`src/shared/cimb_pkg.sv`:
```
// package: register map, field layout, states and carriers of the charger interrupt mask bank
package cimb_pkg;
    // register offsets
    localparam logic [7:0] SYS_FAULT_MASK_ADDR = 8'h0B;
    localparam logic [7:0] CHARGER_FAULT_MASK_ADDR = 8'h0C;
    localparam logic [7:0] BOOST_FAULT_MASK_ADDR = 8'h0D;
    localparam logic [7:0] DETECT_CONTROL_ADDR = 8'h0E;
    // reset values
    localparam logic [7:0] SYS_FAULT_MASK_RESET = 8'h00;
    localparam logic [7:0] CHARGER_FAULT_MASK_RESET = 8'h00;
    localparam logic [7:0] BOOST_FAULT_MASK_RESET = 8'h00;
    localparam logic [7:0] DETECT_CONTROL_RESET = 8'h16;
    localparam logic [7:0] UNMAPPED_READ = 8'h00;
    // field layout
    localparam int MISSING_BATTERY_BIT = 0;
    localparam int INPUT_REVERSE_BIT = 7;
    localparam int RECHARGE_REQUEST_BIT = 3;
    localparam int THERMAL_LOOP_BIT = 1;
    localparam int BOOST_OVERLOAD_BIT = 6;
    localparam int BOOST_LOW_BATTERY_BIT = 5;
    localparam logic [7:0] BOOST_MASK_USED = 8'hE0;
    localparam logic [7:0] DETECT_CONTROL_WRITABLE = 8'h1E;
    localparam int KIND_LSB = 5;
    localparam int SEL_LSB = 3;
    localparam int SECONDARY_BIT = 2;
    localparam int PRIMARY_BIT = 1;
    // input limit source select
    localparam logic [1:0] LIMIT_FROM_KIND = 2'h0;
    localparam logic [1:0] LIMIT_FROM_AVERAGE = 2'h1;
    localparam logic [1:0] LIMIT_HIGHER = 2'h2;
    localparam logic [1:0] LIMIT_LOWER = 2'h3;
    // serial framing
    localparam logic [3:0] BITS_PER_BYTE = 4'h8;
    localparam logic [6:0] DEFAULT_SLAVE_ADDR = 7'h25; // arbitrary value
    // serial slave states
    typedef enum logic [8:0] {
        CIMB_IDLE = 9'h001,
        CIMB_ADDR = 9'h002,
        CIMB_ACK_ADDR = 9'h004,
        CIMB_REG = 9'h008,
        CIMB_ACK_REG = 9'h010,
        CIMB_WDATA = 9'h020,
        CIMB_ACK_W = 9'h040,
        CIMB_RDATA = 9'h080,
        CIMB_ACK_R = 9'h100
    } cimb_state_t;
    // fault flag bundle from the flag registers
    typedef struct packed {
        logic [7:0] sys;
        logic [7:0] chg;
        logic [7:0] bst;
    } cimb_flags_t;
    // battery voltage codes for the recharge comparison
    typedef struct packed {
        logic [9:0] bat;
        logic [9:0] reg_level;
        logic [9:0] recharge;
    } cimb_volt_t;
endpackage

```
`src/design/cimb_top.sv`:
```
// charger interrupt mask bank: serial register slave, mask gating, recharge flag, input limit select
// Notes on behaviour
// - mask bit 0 lets its event drive the interrupt, 1 blocks it.
// - missing-battery mask bit blocks missing-battery events from the interrupt.
// - charger fault mask bit 7 gates the input-reverse protection fault.
// - charger fault mask bit 1 gates the thermal regulation loop warning.
// - boost fault mask bit 6 gates the boost overload fault.
// - boost fault mask bit 5 gates boost low battery; bits 4..0 reserved.
// - recharge flag sets when battery below regulation minus threshold; recharge mask gates it.
`timescale 1ns/1ps
`default_nettype none
module cimb_top #(
    parameter logic [6:0] SLAVE_ADDR = cimb_pkg::DEFAULT_SLAVE_ADDR
) (
    // clock and reset
    input wire logic CLK,
    input wire logic RST,
    // serial register bus pins
    input wire logic SCL_IN,
    input wire logic SDA_IN,
    output logic SDA_OUT,
    output logic SDA_OE_N,
    // fault flags and charger status
    input wire cimb_pkg::cimb_flags_t FLAGS,
    input wire cimb_pkg::cimb_volt_t VOLTS,
    input wire logic RECHARGE_CLEAR,
    input wire logic [2:0] DETECTED_KIND,
    input wire logic DETECTION_RUNNING,
    input wire logic [4:0] KIND_LIMIT,
    input wire logic [4:0] AVERAGE_LIMIT,
    // interrupt and control outputs
    output logic IRQ_OUT,
    output logic IRQ_OE_N,
    output logic RECHARGE_FLAG,
    output logic [4:0] INPUT_LIMIT,
    output logic SECONDARY_DETECT_EN,
    output logic PRIMARY_DETECT_EN
);
    logic scl_s1, scl_s2, scl_s3, sda_s1, sda_s2, sda_s3;
    logic next_scl_s1, next_scl_s2, next_scl_s3, next_sda_s1, next_sda_s2, next_sda_s3;
    cimb_pkg::cimb_state_t state, next_state;
    logic [3:0] cnt, next_cnt;
    logic [7:0] shift, next_shift, ptr, next_ptr, rd_data;
    logic rw, next_rw, nack, next_nack, oe_n, next_oe_n;
    logic wr_en;
    logic [7:0] wr_addr, wr_data;
    logic scl_rise, scl_fall, start_seen, stop_seen;
    logic [7:0] system_mask, next_system_mask, charger_mask, next_charger_mask;
    logic [7:0] boost_mask, next_boost_mask;
    logic [1:0] input_limit_source_select, next_input_limit_source_select;
    logic secondary_detect_enable, next_secondary_detect_enable;
    logic primary_detect_enable, next_primary_detect_enable;
    logic recharge_request_flag, next_recharge_flag, below;
    logic [10:0] threshold;
    logic [7:0] chg_eff;
    logic pending, next_irq_oe_n;
    logic [4:0] limit, next_limit;

    // pin synchronisers and edge history
    always_comb begin
        next_scl_s1 = SCL_IN;
        next_scl_s2 = scl_s1;
        next_scl_s3 = scl_s2;
        next_sda_s1 = SDA_IN;
        next_sda_s2 = sda_s1;
        next_sda_s3 = sda_s2;
    end

    always_ff @(posedge CLK or posedge RST) begin
        if (RST) begin
            scl_s1 <= 1'b1;
            scl_s2 <= 1'b1;
            scl_s3 <= 1'b1;
            sda_s1 <= 1'b1;
            sda_s2 <= 1'b1;
            sda_s3 <= 1'b1;
        end else begin
            scl_s1 <= next_scl_s1;
            scl_s2 <= next_scl_s2;
            scl_s3 <= next_scl_s3;
            sda_s1 <= next_sda_s1;
            sda_s2 <= next_sda_s2;
            sda_s3 <= next_sda_s3;
        end
    end

    // bus conditions seen on synchronised pins
    assign scl_rise = scl_s2 & ~scl_s3;
    assign scl_fall = ~scl_s2 & scl_s3;
    assign start_seen = scl_s2 & scl_s3 & ~sda_s2 & sda_s3;
    assign stop_seen = scl_s2 & scl_s3 & sda_s2 & ~sda_s3;

    // register read mux, unmapped offsets read zero
    always_comb begin
        unique case (ptr)
            cimb_pkg::SYS_FAULT_MASK_ADDR: rd_data = system_mask;
            cimb_pkg::CHARGER_FAULT_MASK_ADDR: rd_data = charger_mask;
            cimb_pkg::BOOST_FAULT_MASK_ADDR: rd_data = boost_mask & cimb_pkg::BOOST_MASK_USED;
            cimb_pkg::DETECT_CONTROL_ADDR: rd_data = {DETECTED_KIND, input_limit_source_select,
                secondary_detect_enable, primary_detect_enable, DETECTION_RUNNING};
            default: rd_data = cimb_pkg::UNMAPPED_READ;
        endcase
    end

    // serial slave: address, pointer, write bytes, read bytes with auto increment
    always_comb begin
        next_state = state;
        next_cnt = cnt;
        next_shift = shift;
        next_ptr = ptr;
        next_rw = rw;
        next_nack = nack;
        next_oe_n = oe_n;
        wr_en = 1'b0;
        wr_addr = ptr;
        wr_data = shift;
        if (stop_seen) begin
            next_state = cimb_pkg::CIMB_IDLE;
            next_oe_n = 1'b1;
        end else if (start_seen) begin
            next_state = cimb_pkg::CIMB_ADDR;
            next_cnt = 4'h0;
            next_oe_n = 1'b1;
        end else begin
            unique case (state)
                cimb_pkg::CIMB_IDLE: begin
                    next_oe_n = 1'b1;
                end
                cimb_pkg::CIMB_ADDR, cimb_pkg::CIMB_REG, cimb_pkg::CIMB_WDATA: begin
                    if (scl_rise) begin
                        next_shift = {shift[6:0], sda_s2};
                        next_cnt = cnt + 4'h1;
                    end else if (scl_fall && cnt == cimb_pkg::BITS_PER_BYTE) begin
                        next_oe_n = 1'b0; // acknowledge
                        if (state == cimb_pkg::CIMB_ADDR) begin
                            if (shift[7:1] == SLAVE_ADDR) begin
                                next_rw = shift[0];
                                next_state = cimb_pkg::CIMB_ACK_ADDR;
                            end else begin
                                next_oe_n = 1'b1;
                                next_state = cimb_pkg::CIMB_IDLE;
                            end
                        end else if (state == cimb_pkg::CIMB_REG) begin
                            next_ptr = shift;
                            next_state = cimb_pkg::CIMB_ACK_REG;
                        end else begin
                            wr_en = 1'b1;
                            next_ptr = ptr + 8'h01;
                            next_state = cimb_pkg::CIMB_ACK_W;
                        end
                    end
                end
                cimb_pkg::CIMB_ACK_ADDR, cimb_pkg::CIMB_ACK_REG, cimb_pkg::CIMB_ACK_W: begin
                    if (scl_fall) begin
                        next_cnt = 4'h0;
                        if (state == cimb_pkg::CIMB_ACK_ADDR && rw) begin
                            next_shift = rd_data;
                            next_oe_n = rd_data[7];
                            next_state = cimb_pkg::CIMB_RDATA;
                        end else begin
                            next_oe_n = 1'b1;
                            next_state = (state == cimb_pkg::CIMB_ACK_ADDR) ? cimb_pkg::CIMB_REG
                                                                           : cimb_pkg::CIMB_WDATA;
                        end
                    end
                end
                cimb_pkg::CIMB_RDATA: begin
                    if (scl_rise) begin
                        next_cnt = cnt + 4'h1;
                    end else if (scl_fall) begin
                        if (cnt == cimb_pkg::BITS_PER_BYTE) begin
                            next_oe_n = 1'b1; // master acknowledges
                            next_ptr = ptr + 8'h01;
                            next_state = cimb_pkg::CIMB_ACK_R;
                        end else begin
                            next_shift = {shift[6:0], 1'b0};
                            next_oe_n = shift[6];
                        end
                    end
                end
                cimb_pkg::CIMB_ACK_R: begin
                    if (scl_rise) begin
                        next_nack = sda_s2;
                    end else if (scl_fall) begin
                        next_cnt = 4'h0;
                        if (nack) begin
                            next_state = cimb_pkg::CIMB_IDLE;
                        end else begin
                            next_shift = rd_data;
                            next_oe_n = rd_data[7];
                            next_state = cimb_pkg::CIMB_RDATA;
                        end
                    end
                end
            endcase
        end
    end

    always_ff @(posedge CLK or posedge RST) begin
        if (RST) begin
            state <= cimb_pkg::CIMB_IDLE;
            cnt <= 4'h0;
            shift <= 8'h00;
            ptr <= 8'h00;
            rw <= 1'b0;
            nack <= 1'b1;
            oe_n <= 1'b1;
        end else begin
            state <= next_state;
            cnt <= next_cnt;
            shift <= next_shift;
            ptr <= next_ptr;
            rw <= next_rw;
            nack <= next_nack;
            oe_n <= next_oe_n;
        end
    end

    // mask and detect control registers
    always_comb begin
        next_system_mask = system_mask;
        next_charger_mask = charger_mask;
        next_boost_mask = boost_mask;
        next_input_limit_source_select = input_limit_source_select;
        next_secondary_detect_enable = secondary_detect_enable;
        next_primary_detect_enable = primary_detect_enable;
        if (wr_en) begin
            unique case (wr_addr)
                cimb_pkg::SYS_FAULT_MASK_ADDR: next_system_mask = wr_data;
                cimb_pkg::CHARGER_FAULT_MASK_ADDR: next_charger_mask = wr_data;
                cimb_pkg::BOOST_FAULT_MASK_ADDR: next_boost_mask = wr_data & cimb_pkg::BOOST_MASK_USED;
                cimb_pkg::DETECT_CONTROL_ADDR: begin
                    next_input_limit_source_select = wr_data[cimb_pkg::SEL_LSB +: 2];
                    next_secondary_detect_enable = wr_data[cimb_pkg::SECONDARY_BIT];
                    next_primary_detect_enable = wr_data[cimb_pkg::PRIMARY_BIT];
                end
                default: next_system_mask = system_mask; // unmapped writes ignored
            endcase
        end
    end

    always_ff @(posedge CLK or posedge RST) begin
        if (RST) begin
            system_mask <= cimb_pkg::SYS_FAULT_MASK_RESET;
            charger_mask <= cimb_pkg::CHARGER_FAULT_MASK_RESET;
            boost_mask <= cimb_pkg::BOOST_FAULT_MASK_RESET;
            input_limit_source_select <= cimb_pkg::DETECT_CONTROL_RESET[cimb_pkg::SEL_LSB +: 2];
            secondary_detect_enable <= cimb_pkg::DETECT_CONTROL_RESET[cimb_pkg::SECONDARY_BIT];
            primary_detect_enable <= cimb_pkg::DETECT_CONTROL_RESET[cimb_pkg::PRIMARY_BIT];
        end else begin
            system_mask <= next_system_mask;
            charger_mask <= next_charger_mask;
            boost_mask <= next_boost_mask;
            input_limit_source_select <= next_input_limit_source_select;
            secondary_detect_enable <= next_secondary_detect_enable;
            primary_detect_enable <= next_primary_detect_enable;
        end
    end

    // recharge request: sticky, set beats clear
    assign threshold = {1'b0, VOLTS.reg_level} - {1'b0, VOLTS.recharge};
    assign below = ~threshold[10] && ({1'b0, VOLTS.bat} < threshold);
    assign next_recharge_flag = below | (recharge_request_flag & ~RECHARGE_CLEAR);

    // mask gating: a 0 mask bit lets the flag through
    always_comb begin
        chg_eff = FLAGS.chg;
        chg_eff[cimb_pkg::RECHARGE_REQUEST_BIT] = recharge_request_flag;
        pending = |(FLAGS.sys & ~system_mask)
                | |(chg_eff & ~charger_mask)
                | |(FLAGS.bst & ~boost_mask & cimb_pkg::BOOST_MASK_USED);
        next_irq_oe_n = ~pending;
    end

    // input current limit source
    always_comb begin
        unique case (input_limit_source_select)
            cimb_pkg::LIMIT_FROM_KIND: next_limit = KIND_LIMIT;
            cimb_pkg::LIMIT_FROM_AVERAGE: next_limit = AVERAGE_LIMIT;
            cimb_pkg::LIMIT_HIGHER: next_limit = (KIND_LIMIT > AVERAGE_LIMIT) ? KIND_LIMIT : AVERAGE_LIMIT;
            cimb_pkg::LIMIT_LOWER: next_limit = (KIND_LIMIT < AVERAGE_LIMIT) ? KIND_LIMIT : AVERAGE_LIMIT;
        endcase
    end

    always_ff @(posedge CLK or posedge RST) begin
        if (RST) begin
            recharge_request_flag <= 1'b0;
            IRQ_OE_N <= 1'b1;
            limit <= 5'h00;
        end else begin
            recharge_request_flag <= next_recharge_flag;
            IRQ_OE_N <= next_irq_oe_n;
            limit <= next_limit;
        end
    end

    // outputs straight from flip-flops
    always_ff @(posedge CLK or posedge RST) begin
        if (RST) begin
            SDA_OUT <= 1'b0;
            IRQ_OUT <= 1'b0;
        end else begin
            SDA_OUT <= 1'b0; // open drain, only ever pulls low
            IRQ_OUT <= 1'b0;
        end
    end

    assign SDA_OE_N = oe_n;
    assign RECHARGE_FLAG = recharge_request_flag;
    assign INPUT_LIMIT = limit;
    assign SECONDARY_DETECT_EN = secondary_detect_enable;
    assign PRIMARY_DETECT_EN = primary_detect_enable;
endmodule
`default_nettype wire

```
`config.mk`:
```
export PLATFORM = sky130hd
export DESIGN_NAME = cimb_top
export DESIGN_NICKNAME = d
export VERILOG_FILES = /design/src/shared/cimb_pkg.sv /design/src/design/cimb_top.sv
export SDC_FILE = /design/constraint.sdc
export NUM_CORES = 1
export LEC_CHECK = 0
export BUFFER_PORTS_ARGS = -buffer_cell sky130_fd_sc_hd__buf_2
export CORE_MARGIN = 2
export CORE_UTILIZATION = 51
export CTS_CLUSTER_DIAMETER = 50
export CTS_CLUSTER_SIZE = 25
export DETAILED_ROUTE_END_ITERATION = 8
export GPL_TIMING_DRIVEN = 0
export PLACE_DENSITY = 0.73
export RECOVER_POWER = 50
export REMOVE_ABC_BUFFERS = 1
export SYNTH_ARGS = -nofsm -noshare
export SYNTH_HDL_FRONTEND = slang
export SYNTH_SLANG_ARGS = --single-unit
export TNS_END_PERCENT = 1
```
`constraint.sdc`:
```
create_clock -name CLK -period 2.44 [get_ports CLK]
set_input_delay 0.488 -clock CLK [delete_from_list [all_inputs] [get_ports CLK]]
set_output_delay 0.488 -clock CLK [all_outputs]
set_load 0.01 [all_outputs]
```
==> Word-level counts from Yosys, hierarchy flattened <==
Index checks and enable logic that the tools add are counted.
{ "classes": {"n_mux": 66, "add_sub_neg": 3, "n_bitwise": 27, "order_cmp": 3, "reduce_logical": 25, "n_eq_ne": 42} }
{ "op_table": {"columns": ["operator", "count"], "rows": [
  ["$mux 8", 18],
  ["$mux 9", 11],
  ["$pmux 8 s4", 2],
  ["$ne 4x4->1 const B", 9],
  ["$pmux 9 s4", 1],
  ["$eq 8x4->1 const B", 4],
  ["$ne 2x2->1 const B", 13],
  ["$and 8x8->8", 3],
  ["$not 8->8", 3],
  ["$mux 1", 21],
  ["$pmux 5 s4", 1],
  ["$reduce_and 9->1", 2],
  ["$mux 4", 4],
  ["$pmux 8 s2", 1],
  ["$reduce_or 8->1", 2],
  ["$pmux 4 s3", 1],
  ["$reduce_and 12->1", 1],
  ["$lt 10x11->1", 1],
  ["$sub 10x10->11", 1],
  ["$mux 5", 2],
  ["$not 1->1", 10],
  ["$eq 9x1->1 const B", 1],
  ["$eq 9x2->1 const B", 1],
  ["$eq 9x3->1 const B", 1],
  ["33 further kinds", 52]
]} }
{ "totals": {"input_bits": 73, "wordCells": 188, "regBits": 68, "out_inout_bits": 12} }

==> Longest topological paths before layout <==
Gate-level depths: netlist of run 1.
{ "depth": {"word_depth": 9, "ltp_mapped": 15, "mapped_depth_nobuf": 15} }

==> Least setup slack after synthesis of run 1 <==
No wires, ideal clock.
{ "synth_timing": {"path_kind": "input -> register", "from": "input port VOLTS[10] (netlist name)", "to": "register recharge_request_flag, in the netlist RECHARGE_FLAG", "setup_time_ns": 0.079, "arrival_ns": 2.797, "required_ns": 2.361, "path_buffers": 0, "cell_stages": 14, "path_slack_ns": -0.437, "path_cell_list": "inv_1 -> ha_1 -> inv_1 -> fa_1 -> nand2_1 -> nand2b_1 -> a21oi_1 -> xor2_1 -> ha_1 -> a21o_1 -> a2111oi_0 -> o21bai_1 -> a211oi_1 -> a2bb2oi_1"} }
{ "synth_between": {"elab_chain_len": 4, "word_cells_on_any_way": 5, "cone_classes": "add/sub (1); order compare (1); bitwise (2); reduce/logical (1)"} }
{ "synth_rtl": {"columns": ["item", "line", "rtl"], "rows": [
  ["start, declared", "cimb_top.sv:25", "input wire cimb_pkg::cimb_volt_t VOLTS,"],
  ["$sub 10x10->11 (*)", "cimb_top.sv:261", "assign threshold = {1'b0, VOLTS.reg_level} - {1'b0, VOLTS.recharge};"],
  ["$lt 10x11->1 or $not 1->1 (tied branches)", "cimb_top.sv:262", "assign below = ~threshold[10] && ({1'b0, VOLTS.bat} < threshold);"],
  ["$logic_and 1x1->1 (*)", "cimb_top.sv:262", null],
  ["$or 1x1->1 (*)", "cimb_top.sv:263", "assign next_recharge_flag = below | (recharge_request_flag & ~RECHARGE_CLEAR);"],
  ["named net next_recharge_flag", "cimb_top.sv:53", "logic recharge_request_flag, next_recharge_flag, below;"],
  ["end signal, assigned", "cimb_top.sv:291", "recharge_request_flag <= next_recharge_flag;"],
  ["end, declared", "cimb_top.sv:53", null]
]} }
The timed path passes the listed nets; every way through them passes the cells marked *.
A chain may end at the register's enable or synchronous reset.

==> Worst setup path in the final report of run 1 <==
Ends and elaborated chain as after synthesis.

==> impl_results.md, run 1 <==
- Total wirelength of the detailed-routed design: 11,450 um
- Number of global-route vias before repair: 4,023
- Synthesized instance count: 513
- H-tree depth: 3
- Flip-flop and latch area: 0.001725 mm^2
- Power per Cell Area: 662.7 mW/mm^2
- Number of filler instances in the final layout: 798
- Synthesis-to-finish area growth: 16.25%
- Violated checks: setup timing
- DRT iter0 DRCs: 309
- Net switching component of the power: 1.352 mW
- Clock-pin transition on the worst setup and hold timing paths: 0.08 ns
- Multi-input logic area: 0.002872 mm^2
- Number of top-level design ports: 85
- Tightest hold margin: 0.2335 ns
- Clock skew after layout: 0.01279 ns
- Final hold violation count: 0
- Post-route ant nets: 0
- Max capacitance violation total: 0
- Clock tree from TritonCTS: yes
- Total count of max-transition violations in the final report: 0
- Unrepaired setup endpoints after global routing: yes
- Initial core utilization: 51.99%
- Status: finished with violations
- Warning count from the yosys run: 0
- Worst Setup Slack post-DPL: -0.9229 ns
- Cell Area, Placed: 0.005146 mm^2
- Slowest cell on the critical path: sky130_fd_sc_hd__fa_2
- Total power: 3.648 mW
- Clk pwr share: 25.2%
- Die Outline Area: 0.01007 mm^2
- Total negative slack for setup checks: -0.1791 ns
- FF+latch count, synth: 68
- Net count, final: 683
- Maximum number of pins on one net before global-route repair: 69
- Internal power contribution: 2.296 mW
- Maximum fanout along the worst path: 3
- Async set or reset register ratio after synthesis: 100.0%
- Worst Setup End Kind: flop
- Sum of net half-perimeters after detailed placement: 8284 um
- Part of the total power dissipated in sequential elements: 40.5%
- Maximum resistive drop on vdd: 0.0005073 V
- DRC Markers: 0
- Synthesized area: 0.004736 mm^2
- Slew headroom: 7.017%
- Post-synthesis area per instance: 9.232 um^2
- Number of cells in the finished layout apart from fillers: 695
- Buf+Inv Stages, Crit Path: 3
- Post-layout utilization of the core: 60.44%
- Number of optimization iterations in the first detailed-route pass: 5
- Antenna diode count: 0
- Master cell of the clock root buffer: sky130_fd_sc_hd__clkbuf_8
- Period utilisation layout: 107.3%
- Cts-stage hold buffer count: 0
- Overflow after GRT: 0
- RD Place Congestion: 0.8657
- Cells along the critical path: buf_6 > inv_4 > ha_4 > inv_2 > fa_2 > nand2_2 > a21oi_1 > o311a_1 > a21o_1 > ha_1 > a2111oi_4 > o21bai_1 > a211oi_2 > a2bb2oi_1
- Switch share: 37.05%
- Die W: 100.4 um
- Placed Cells: 677
- Vias: 4,132
- Peak Freq: 381.8 MHz
- Met3 GRT Util: 5.780%
- Total track usage: 23.57%
- Worst EP arrival: 2.90 ns
- Global Route met2 Usage: 38.10%
- Number of unique standard cell types used by synthesis: 72
- Worst Setup Path Type: in2reg
- Area fraction of the dominant cell type after synthesis: 29.06%
- Number of antenna violations at the first check in global routing: 0
- Post-layout instance area: 0.005505 mm^2
- Min Tclk post-route: 2.619 ns
- Met1 demand-to-capacity share in global routing: 31.25%
- Routed wirelength normalized by instance count: 16.47 um
- Clock network latency to the later pin of the worst-skew pair: 0.35 ns
- Synth Flop Type: sky130_fd_sc_hd__dfrtp_1
- Post-synthesis cell type with the largest combined area: sky130_fd_sc_hd__dfrtp_1
- Worst Path Required: 2.72 ns
- Num CTS Buffers: 9
- First-pass GRT wire length: 18,830 um
- Combinational power share: 34.3%
- Number of flops mapped to enable cells by yosys: 0
- Share of layout cells above drive strength 1: 29.45%
- # clock sinks: 68
- Number of buffers on the longest clock path: 2
- Portion of the post-synthesis area used by sequential elements: 36.27%
- Count of port buffers added during placement: 76
- Routing layer with the top usage in global route: met2
- Vertical die dimension: 100.4 um
- Top cells by area in the synthesized netlist: sky130_fd_sc_hd__dfrtp_1 (29%), sky130_fd_sc_hd__ha_1 (7.9%), sky130_fd_sc_hd__dfstp_2 (7.2%)
- Total setup violations reported at the end of the flow: 1
- Post-route setup slack: -0.1791 ns
- Classification of the worst-slack hold path: in2reg
- Mean number of vias per cell: 5.945
- Worst Setup Start Kind: input pin
- # rows: 35
- Total core area: 0.009109 mm^2
- Worst stage delay on the critical path: 0.36 ns
- Leakage: 2.524 nW
- Slew at the pin closest to its max-slew limit: 1.393 ns
- Delay-heaviest family, CP: compound AO/OA/AOI/OAI gates
[final cells by class]
class / count / area share [%]
sequential: 68 / 31.34
tap: 111 / 2.523
timing repair buffer: 78 / 7.295
clock buffer: 10 / 2.318
inverter: 46 / 3.182
clock inverter: 6 / 1.182
multi-input combinational: 376 / 52.16
[synth_stat cells (4+ instances only)]
master	instances
sky130_fd_sc_hd__a21o_1	7
sky130_fd_sc_hd__a2bb2oi_1	4
sky130_fd_sc_hd__dfstp_2	13
sky130_fd_sc_hd__nand2_1	37
sky130_fd_sc_hd__nor2b_1	9
sky130_fd_sc_hd__a21oi_1	20
sky130_fd_sc_hd__and3_1	6
sky130_fd_sc_hd__o2bb2ai_1	4
sky130_fd_sc_hd__inv_1	45
sky130_fd_sc_hd__mux2_4	7
sky130_fd_sc_hd__mux2i_1	4
sky130_fd_sc_hd__xor2_1	4
sky130_fd_sc_hd__dfrtp_1	55
sky130_fd_sc_hd__o221ai_1	4
sky130_fd_sc_hd__nand2b_1	12
sky130_fd_sc_hd__ha_1	30
sky130_fd_sc_hd__nor2_1	32
sky130_fd_sc_hd__a22oi_1	5
sky130_fd_sc_hd__xnor2_1	8
sky130_fd_sc_hd__o21ai_0	26
sky130_fd_sc_hd__a22o_1	7
sky130_fd_sc_hd__nor3_1	11
sky130_fd_sc_hd__a32o_1	4
sky130_fd_sc_hd__nand3_1	17
sky130_fd_sc_hd__nor4_1	8
sky130_fd_sc_hd__clkbuf_1	12
sky130_fd_sc_hd__o22ai_1	13
sky130_fd_sc_hd__nand4_1	5
sky130_fd_sc_hd__a31oi_1	8
sky130_fd_sc_hd__o211ai_1	4
sky130_fd_sc_hd__mux2_2	26
sky130_fd_sc_hd__buf_2	7
[power groups by stage]
stage,combinational (mW),sequential [mW],clock [mW]
after global placement,1.08,1.47,0
final,1.25,1.48,0.919
after CTS,1.21,1.47,0.931
after detailed placement,1.11,1.48,0
after global routing,1.38,1.50,0.993
after floorplan,0.849,1.40,0
[layout by cell type, fill, tap and decap left out, types with 5 or more instances in the layout]
| cell | count |
|---|---|
| sky130_fd_sc_hd__xnor2_1 | 8 |
| sky130_fd_sc_hd__dfrtp_2 | 6 |
| sky130_fd_sc_hd__inv_1 | 42 |
| sky130_fd_sc_hd__a22oi_1 | 5 |
| sky130_fd_sc_hd__nand3_1 | 16 |
| sky130_fd_sc_hd__a31oi_1 | 8 |
| sky130_fd_sc_hd__nor2b_1 | 9 |
| sky130_fd_sc_hd__dfrtp_1 | 49 |
| sky130_fd_sc_hd__dfstp_2 | 11 |
| sky130_fd_sc_hd__clkbuf_8 | 9 |
| sky130_fd_sc_hd__nor3_1 | 10 |
| sky130_fd_sc_hd__mux2_4 | 7 |
| sky130_fd_sc_hd__nand2_1 | 35 |
| sky130_fd_sc_hd__ha_1 | 29 |
| sky130_fd_sc_hd__nor4_1 | 6 |
| sky130_fd_sc_hd__and3_1 | 6 |
| sky130_fd_sc_hd__o21ai_0 | 24 |
| sky130_fd_sc_hd__buf_2 | 75 |
| sky130_fd_sc_hd__a21oi_1 | 18 |
| sky130_fd_sc_hd__o22ai_1 | 13 |
| sky130_fd_sc_hd__mux2_2 | 26 |
| sky130_fd_sc_hd__nand4_1 | 5 |
| sky130_fd_sc_hd__a21o_1 | 7 |
| sky130_fd_sc_hd__a22o_1 | 7 |
| sky130_fd_sc_hd__nand2b_1 | 12 |
| sky130_fd_sc_hd__nor2_1 | 29 |
[final timing paths]
kind / startpoint / endpoint / slack [ns] / cells past startpoint
hold / removal: SDA_IN / next_sda_s2 / 0.23 / 1
max in group asynchronous: RST / state[3] / 0.96 / 2
hold reg to reg: next_sda_s2 / next_sda_s3 / 0.36 / 0
min in group asynchronous: RST / shift[1] / 0.54 / 2
setup / recovery: VOLTS[10] / RECHARGE_FLAG / -0.18 / 14
setup reg to reg: state[3] / state[0] / 0.01 / 5
[what timing repair did]
item / in CTS / in global routing
gates resized for setup: 26 / 13
endpoints found under the setup margin: 31 / 37
buffers inserted: 2 / 0
pin swaps: 12 / 1
[routing by layer]
| layer | wire length (um) | vias up |
|---|---|---|
| li1 | - | 2012 |
| met1 | 5154 | 1991 |
| met2 | 5529 | 113 |
| met3 | 632 | 16 |
| met4 | 132 | 0 |
| met5 | 0 | - |
[cell families (layout without fill, tap and decap cells)]
family	after synthesis	in the layout	synth area share, %
compound gates	130	130	19.18
xor+xnor	12	12	2.219
fa+ha+maj	31	31	8.349
buf+inv	70	140	6.208
flops	68	68	36.27
mux	37	37	9.247
other cells	1	2	0.07918
simple gates	164	164	18.44
[flip-flops by register name, summed over array words and instances (netlist names), 3 cells and up]
name / count
ptr: 8
shift: 8
cnt: 4
INPUT_LIMIT: 5
charger_mask: 8
system_mask: 8
state: 9
boost_mask: 3
(Power assumes the default switching activity.)
==> run 2: changes to the inputs <==
Settings changed: ABC_AREA set to 1, CORE_UTILIZATION 51 to 52, CTS_CLUSTER_DIAMETER 50 to 200, PLACE_DENSITY 0.73 to 0.74.
==> impl_results.md, run 2 <==
- Status: finished, final reports clean
- Net count, final: 887
- Warning count from the yosys run: 0
- H-tree depth: 3
- Clock tree from TritonCTS: yes
- Portion of the post-synthesis area used by sequential elements: 34.64%
- Vias: 4,868
- Synthesis-to-finish area growth: 16.04%
- Vertical die dimension: 101.7 um
- Overflow after GRT: 0
- Number of global-route vias before repair: 4,622
- # rows: 35
- Slowest cell on the critical path: sky130_fd_sc_hd__fa_2
- Post-layout utilization of the core: 62.29%
- Most repeated library cell on the critical path: sky130_fd_sc_hd__nand2_1
- Die W: 101.7 um
- DRT iter0 DRCs: 306
- Initial core utilization: 53.68%
- Worst Setup Slack post-DPL: -0.3147 ns
- Clock network latency to the later pin of the worst-skew pair: 0.34 ns
- Synth Flop Type: sky130_fd_sc_hd__dfrtp_1
- Die Outline Area: 0.01033 mm^2
- Leakage: 2.950 nW
- Total setup violations reported at the end of the flow: 0
- Routed wirelength normalized by instance count: 13.23 um
- Area fraction of the dominant cell type after synthesis: 27.75%
- Peak Freq: 432.2 MHz
- First-pass GRT wire length: 20,470 um
- Total power: 3.957 mW
- Power per Cell Area: 687.5 mW/mm^2
- Number of antenna violations at the first check in global routing: 0
- Cells along the critical path: buf_2 > inv_1 > ha_2 > inv_2 > fa_2 > a21oi_4 > xor2_1 > ha_1 > and3_1 > nand3_1 > nand3_1 > nand2_1 > nand2_1 > a21oi_2 > nand2_1 > nand2_1
- Clock-pin transition on the worst setup and hold timing paths: 0.08 ns
- Most frequent standard cell in the layout excluding fill and tap cells: sky130_fd_sc_hd__nand2_1
- Top cells by area in the synthesized netlist: sky130_fd_sc_hd__dfrtp_1 (28%), sky130_fd_sc_hd__nand2_1 (16%), sky130_fd_sc_hd__ha_1 (7.6%)
- Maximum resistive drop on vdd: 0.0003479 V
- Min Tclk post-route: 2.314 ns
- Number of flip-flops under the largest register name: 9
- Most used cells in the layout excluding fill and tap cells: sky130_fd_sc_hd__nand2_1 (206), sky130_fd_sc_hd__inv_1 (88), sky130_fd_sc_hd__buf_2 (76), sky130_fd_sc_hd__nor2_1 (56), sky130_fd_sc_hd__dfrtp_1 (55)
- Antenna diode count: 0
- Post-synthesis cell type with the largest combined area: sky130_fd_sc_hd__dfrtp_1
- Worst Setup Path Type: in2reg
- Maximum number of pins on one net before global-route repair: 69
- Placed Cells: 900
- # clock sinks: 68
- Total core area: 0.009240 mm^2
- Slew headroom: 5.756%
- Number of unique standard cell types used by synthesis: 42
- Post-layout instance area: 0.005756 mm^2
- Classification of the worst-slack hold path: in2reg
- Maximum fanout along the worst path: 3
- Cts-stage hold buffer count: 0
- Cell Area, Placed: 0.005469 mm^2
- Post-route ant nets: 0
- Clock skew after layout: 0.01328 ns
- Cell types with the highest counts after synthesis: sky130_fd_sc_hd__nand2_1 (206), sky130_fd_sc_hd__inv_1 (90), sky130_fd_sc_hd__nor2_1 (56)
- Total wirelength of the detailed-routed design: 12,130 um
- Worst Path Required: 2.73 ns
- Total track usage: 24.39%
- Most used standard cell by instance count after synthesis: sky130_fd_sc_hd__nand2_1
- Sum of net half-perimeters after detailed placement: 9110 um
- RD Place Congestion: 0.9521
- Worst Setup End Kind: flop
- Number of cells in the finished layout apart from fillers: 917
- Worst EP arrival: 2.60 ns
- FF+latch count, synth: 68
- Async set or reset register ratio after synthesis: 100.0%
- Count of port buffers added during placement: 76
- Worst stage delay on the critical path: 0.41 ns
- Final hold violation count: 0
- Register bank with the most flops: state
- Number of filler instances in the final layout: 840
- Total count of max-transition violations in the final report: 0
- Master cell of the clock root buffer: sky130_fd_sc_hd__clkbuf_8
- Num CTS Buffers: 9
- Number of flops mapped to enable cells by yosys: 0
- Period utilisation layout: 94.82%
- DRC Markers: 0
- Share of layout cells above drive strength 1: 19.54%
- Synthesized area: 0.004960 mm^2
- Worst Setup Start Kind: input pin
- Number of buffers on the longest clock path: 2
- Mean number of vias per cell: 5.309
- Post-route setup slack: 0.1264 ns
- Number of optimization iterations in the first detailed-route pass: 6
- Post-synthesis area per instance: 7.075 um^2
- Slew at the pin closest to its max-slew limit: 1.412 ns
- Number of top-level design ports: 85
- Synthesized instance count: 701
- Max capacitance violation total: 0
-- run 2: cell types whose count changed in the layout (fill, tap and decap cells not counted), sizes merged, moves of 14 or more --
cell and delta:
inv +50, mux2 -33, nand2 +173, nand3 +29, nand4 +14, nor2 +42, o21ai +29
-- run 2: final cells by class --
type | count | area [um^2] | area share [%]
Sequential cell | 68 | 1718 | 29.85
Tap cell | 129 | 161.4 | 2.804
Inverter | 96 | 361.6 | 6.283
Timing Repair Buffer | 77 | 387.9 | 6.739
Multi-Input combinational cell | 531 | 2904 | 50.46
Clock buffer | 9 | 123.9 | 2.152
Clock inverter | 7 | 98.84 | 1.717
-- run 2: stage by stage --
step	hold WS, ns	setup TNS (ns)
after CTS	0.2232	0
final	0.2358	0
after floorplan	0.3452	0
after global routing	0.2209	-0.03806
after global placement	0.3456	-32.00
after detailed placement	0.3478	-0.3147
-- run 2: path summary, 6_finish.rpt --
| path | start | end | slack, ns | cells after the start |
|---|---|---|---|---|
| max | VOLTS[10] | RECHARGE_FLAG | 0.13 | 16 |
| min | SDA_IN | next_sda_s2 | 0.24 | 1 |
| max reg2reg | state[4] | cnt[0] | 0.36 | 10 |
| min reg2reg | next_sda_s2 | next_sda_s3 | 0.36 | 0 |
| max in group asynchronous | RST | INPUT_LIMIT[1] | 1.04 | 2 |
| min in group asynchronous | RST | boost_mask[5] | 0.56 | 2 |
-- run 2: what timing repair did --
action | CTS | global route
endpoints found under the hold margin | 0 | 0
endpoints found under the setup margin | 0 | 1
buffers inserted | 0 | 1
resized for setup | 0 | 13
-- run 2: cell families after synthesis --
family	count (synthesis)	share of synthesized area (%)
AOI/OAI and AO/OA	119	13.67
xor gates and xnor gates	11	1.943
adders and majority gates	31	7.972
buffers and inverters	103	8.072
DFF	68	34.64
other	1	0.07561
and+or+nand+nor	368	33.63
-- run 2: worst max-delay path: cells and delay by family --
| kind | cells | cell delay, ns |
|---|---|---|
| buffers and inverters | 3 | 0.20 |
| adders and majority gates | 3 | 0.87 |
| AOI/OAI and AO/OA | 2 | 0.30 |
| and+or+nand+nor | 7 | 0.55 |
| xor gates and xnor gates | 1 | 0.20 |
-- run 2: power breakdown --
group          internal, mW  switching [mW]
Clock                 0.581           0.478
Sequential             1.25          0.0883
Combinational         0.482            1.08
Total                  2.31            1.65
-- run 2: layer usage --
layer	routed length (um)	up-vias	GRT usage, %
met5	0	-	0
met4	170	0	8.316
met3	665	19	2.692
met2	5677	155	40.08
met1	5618	2241	33.55
li1	-	2453	-
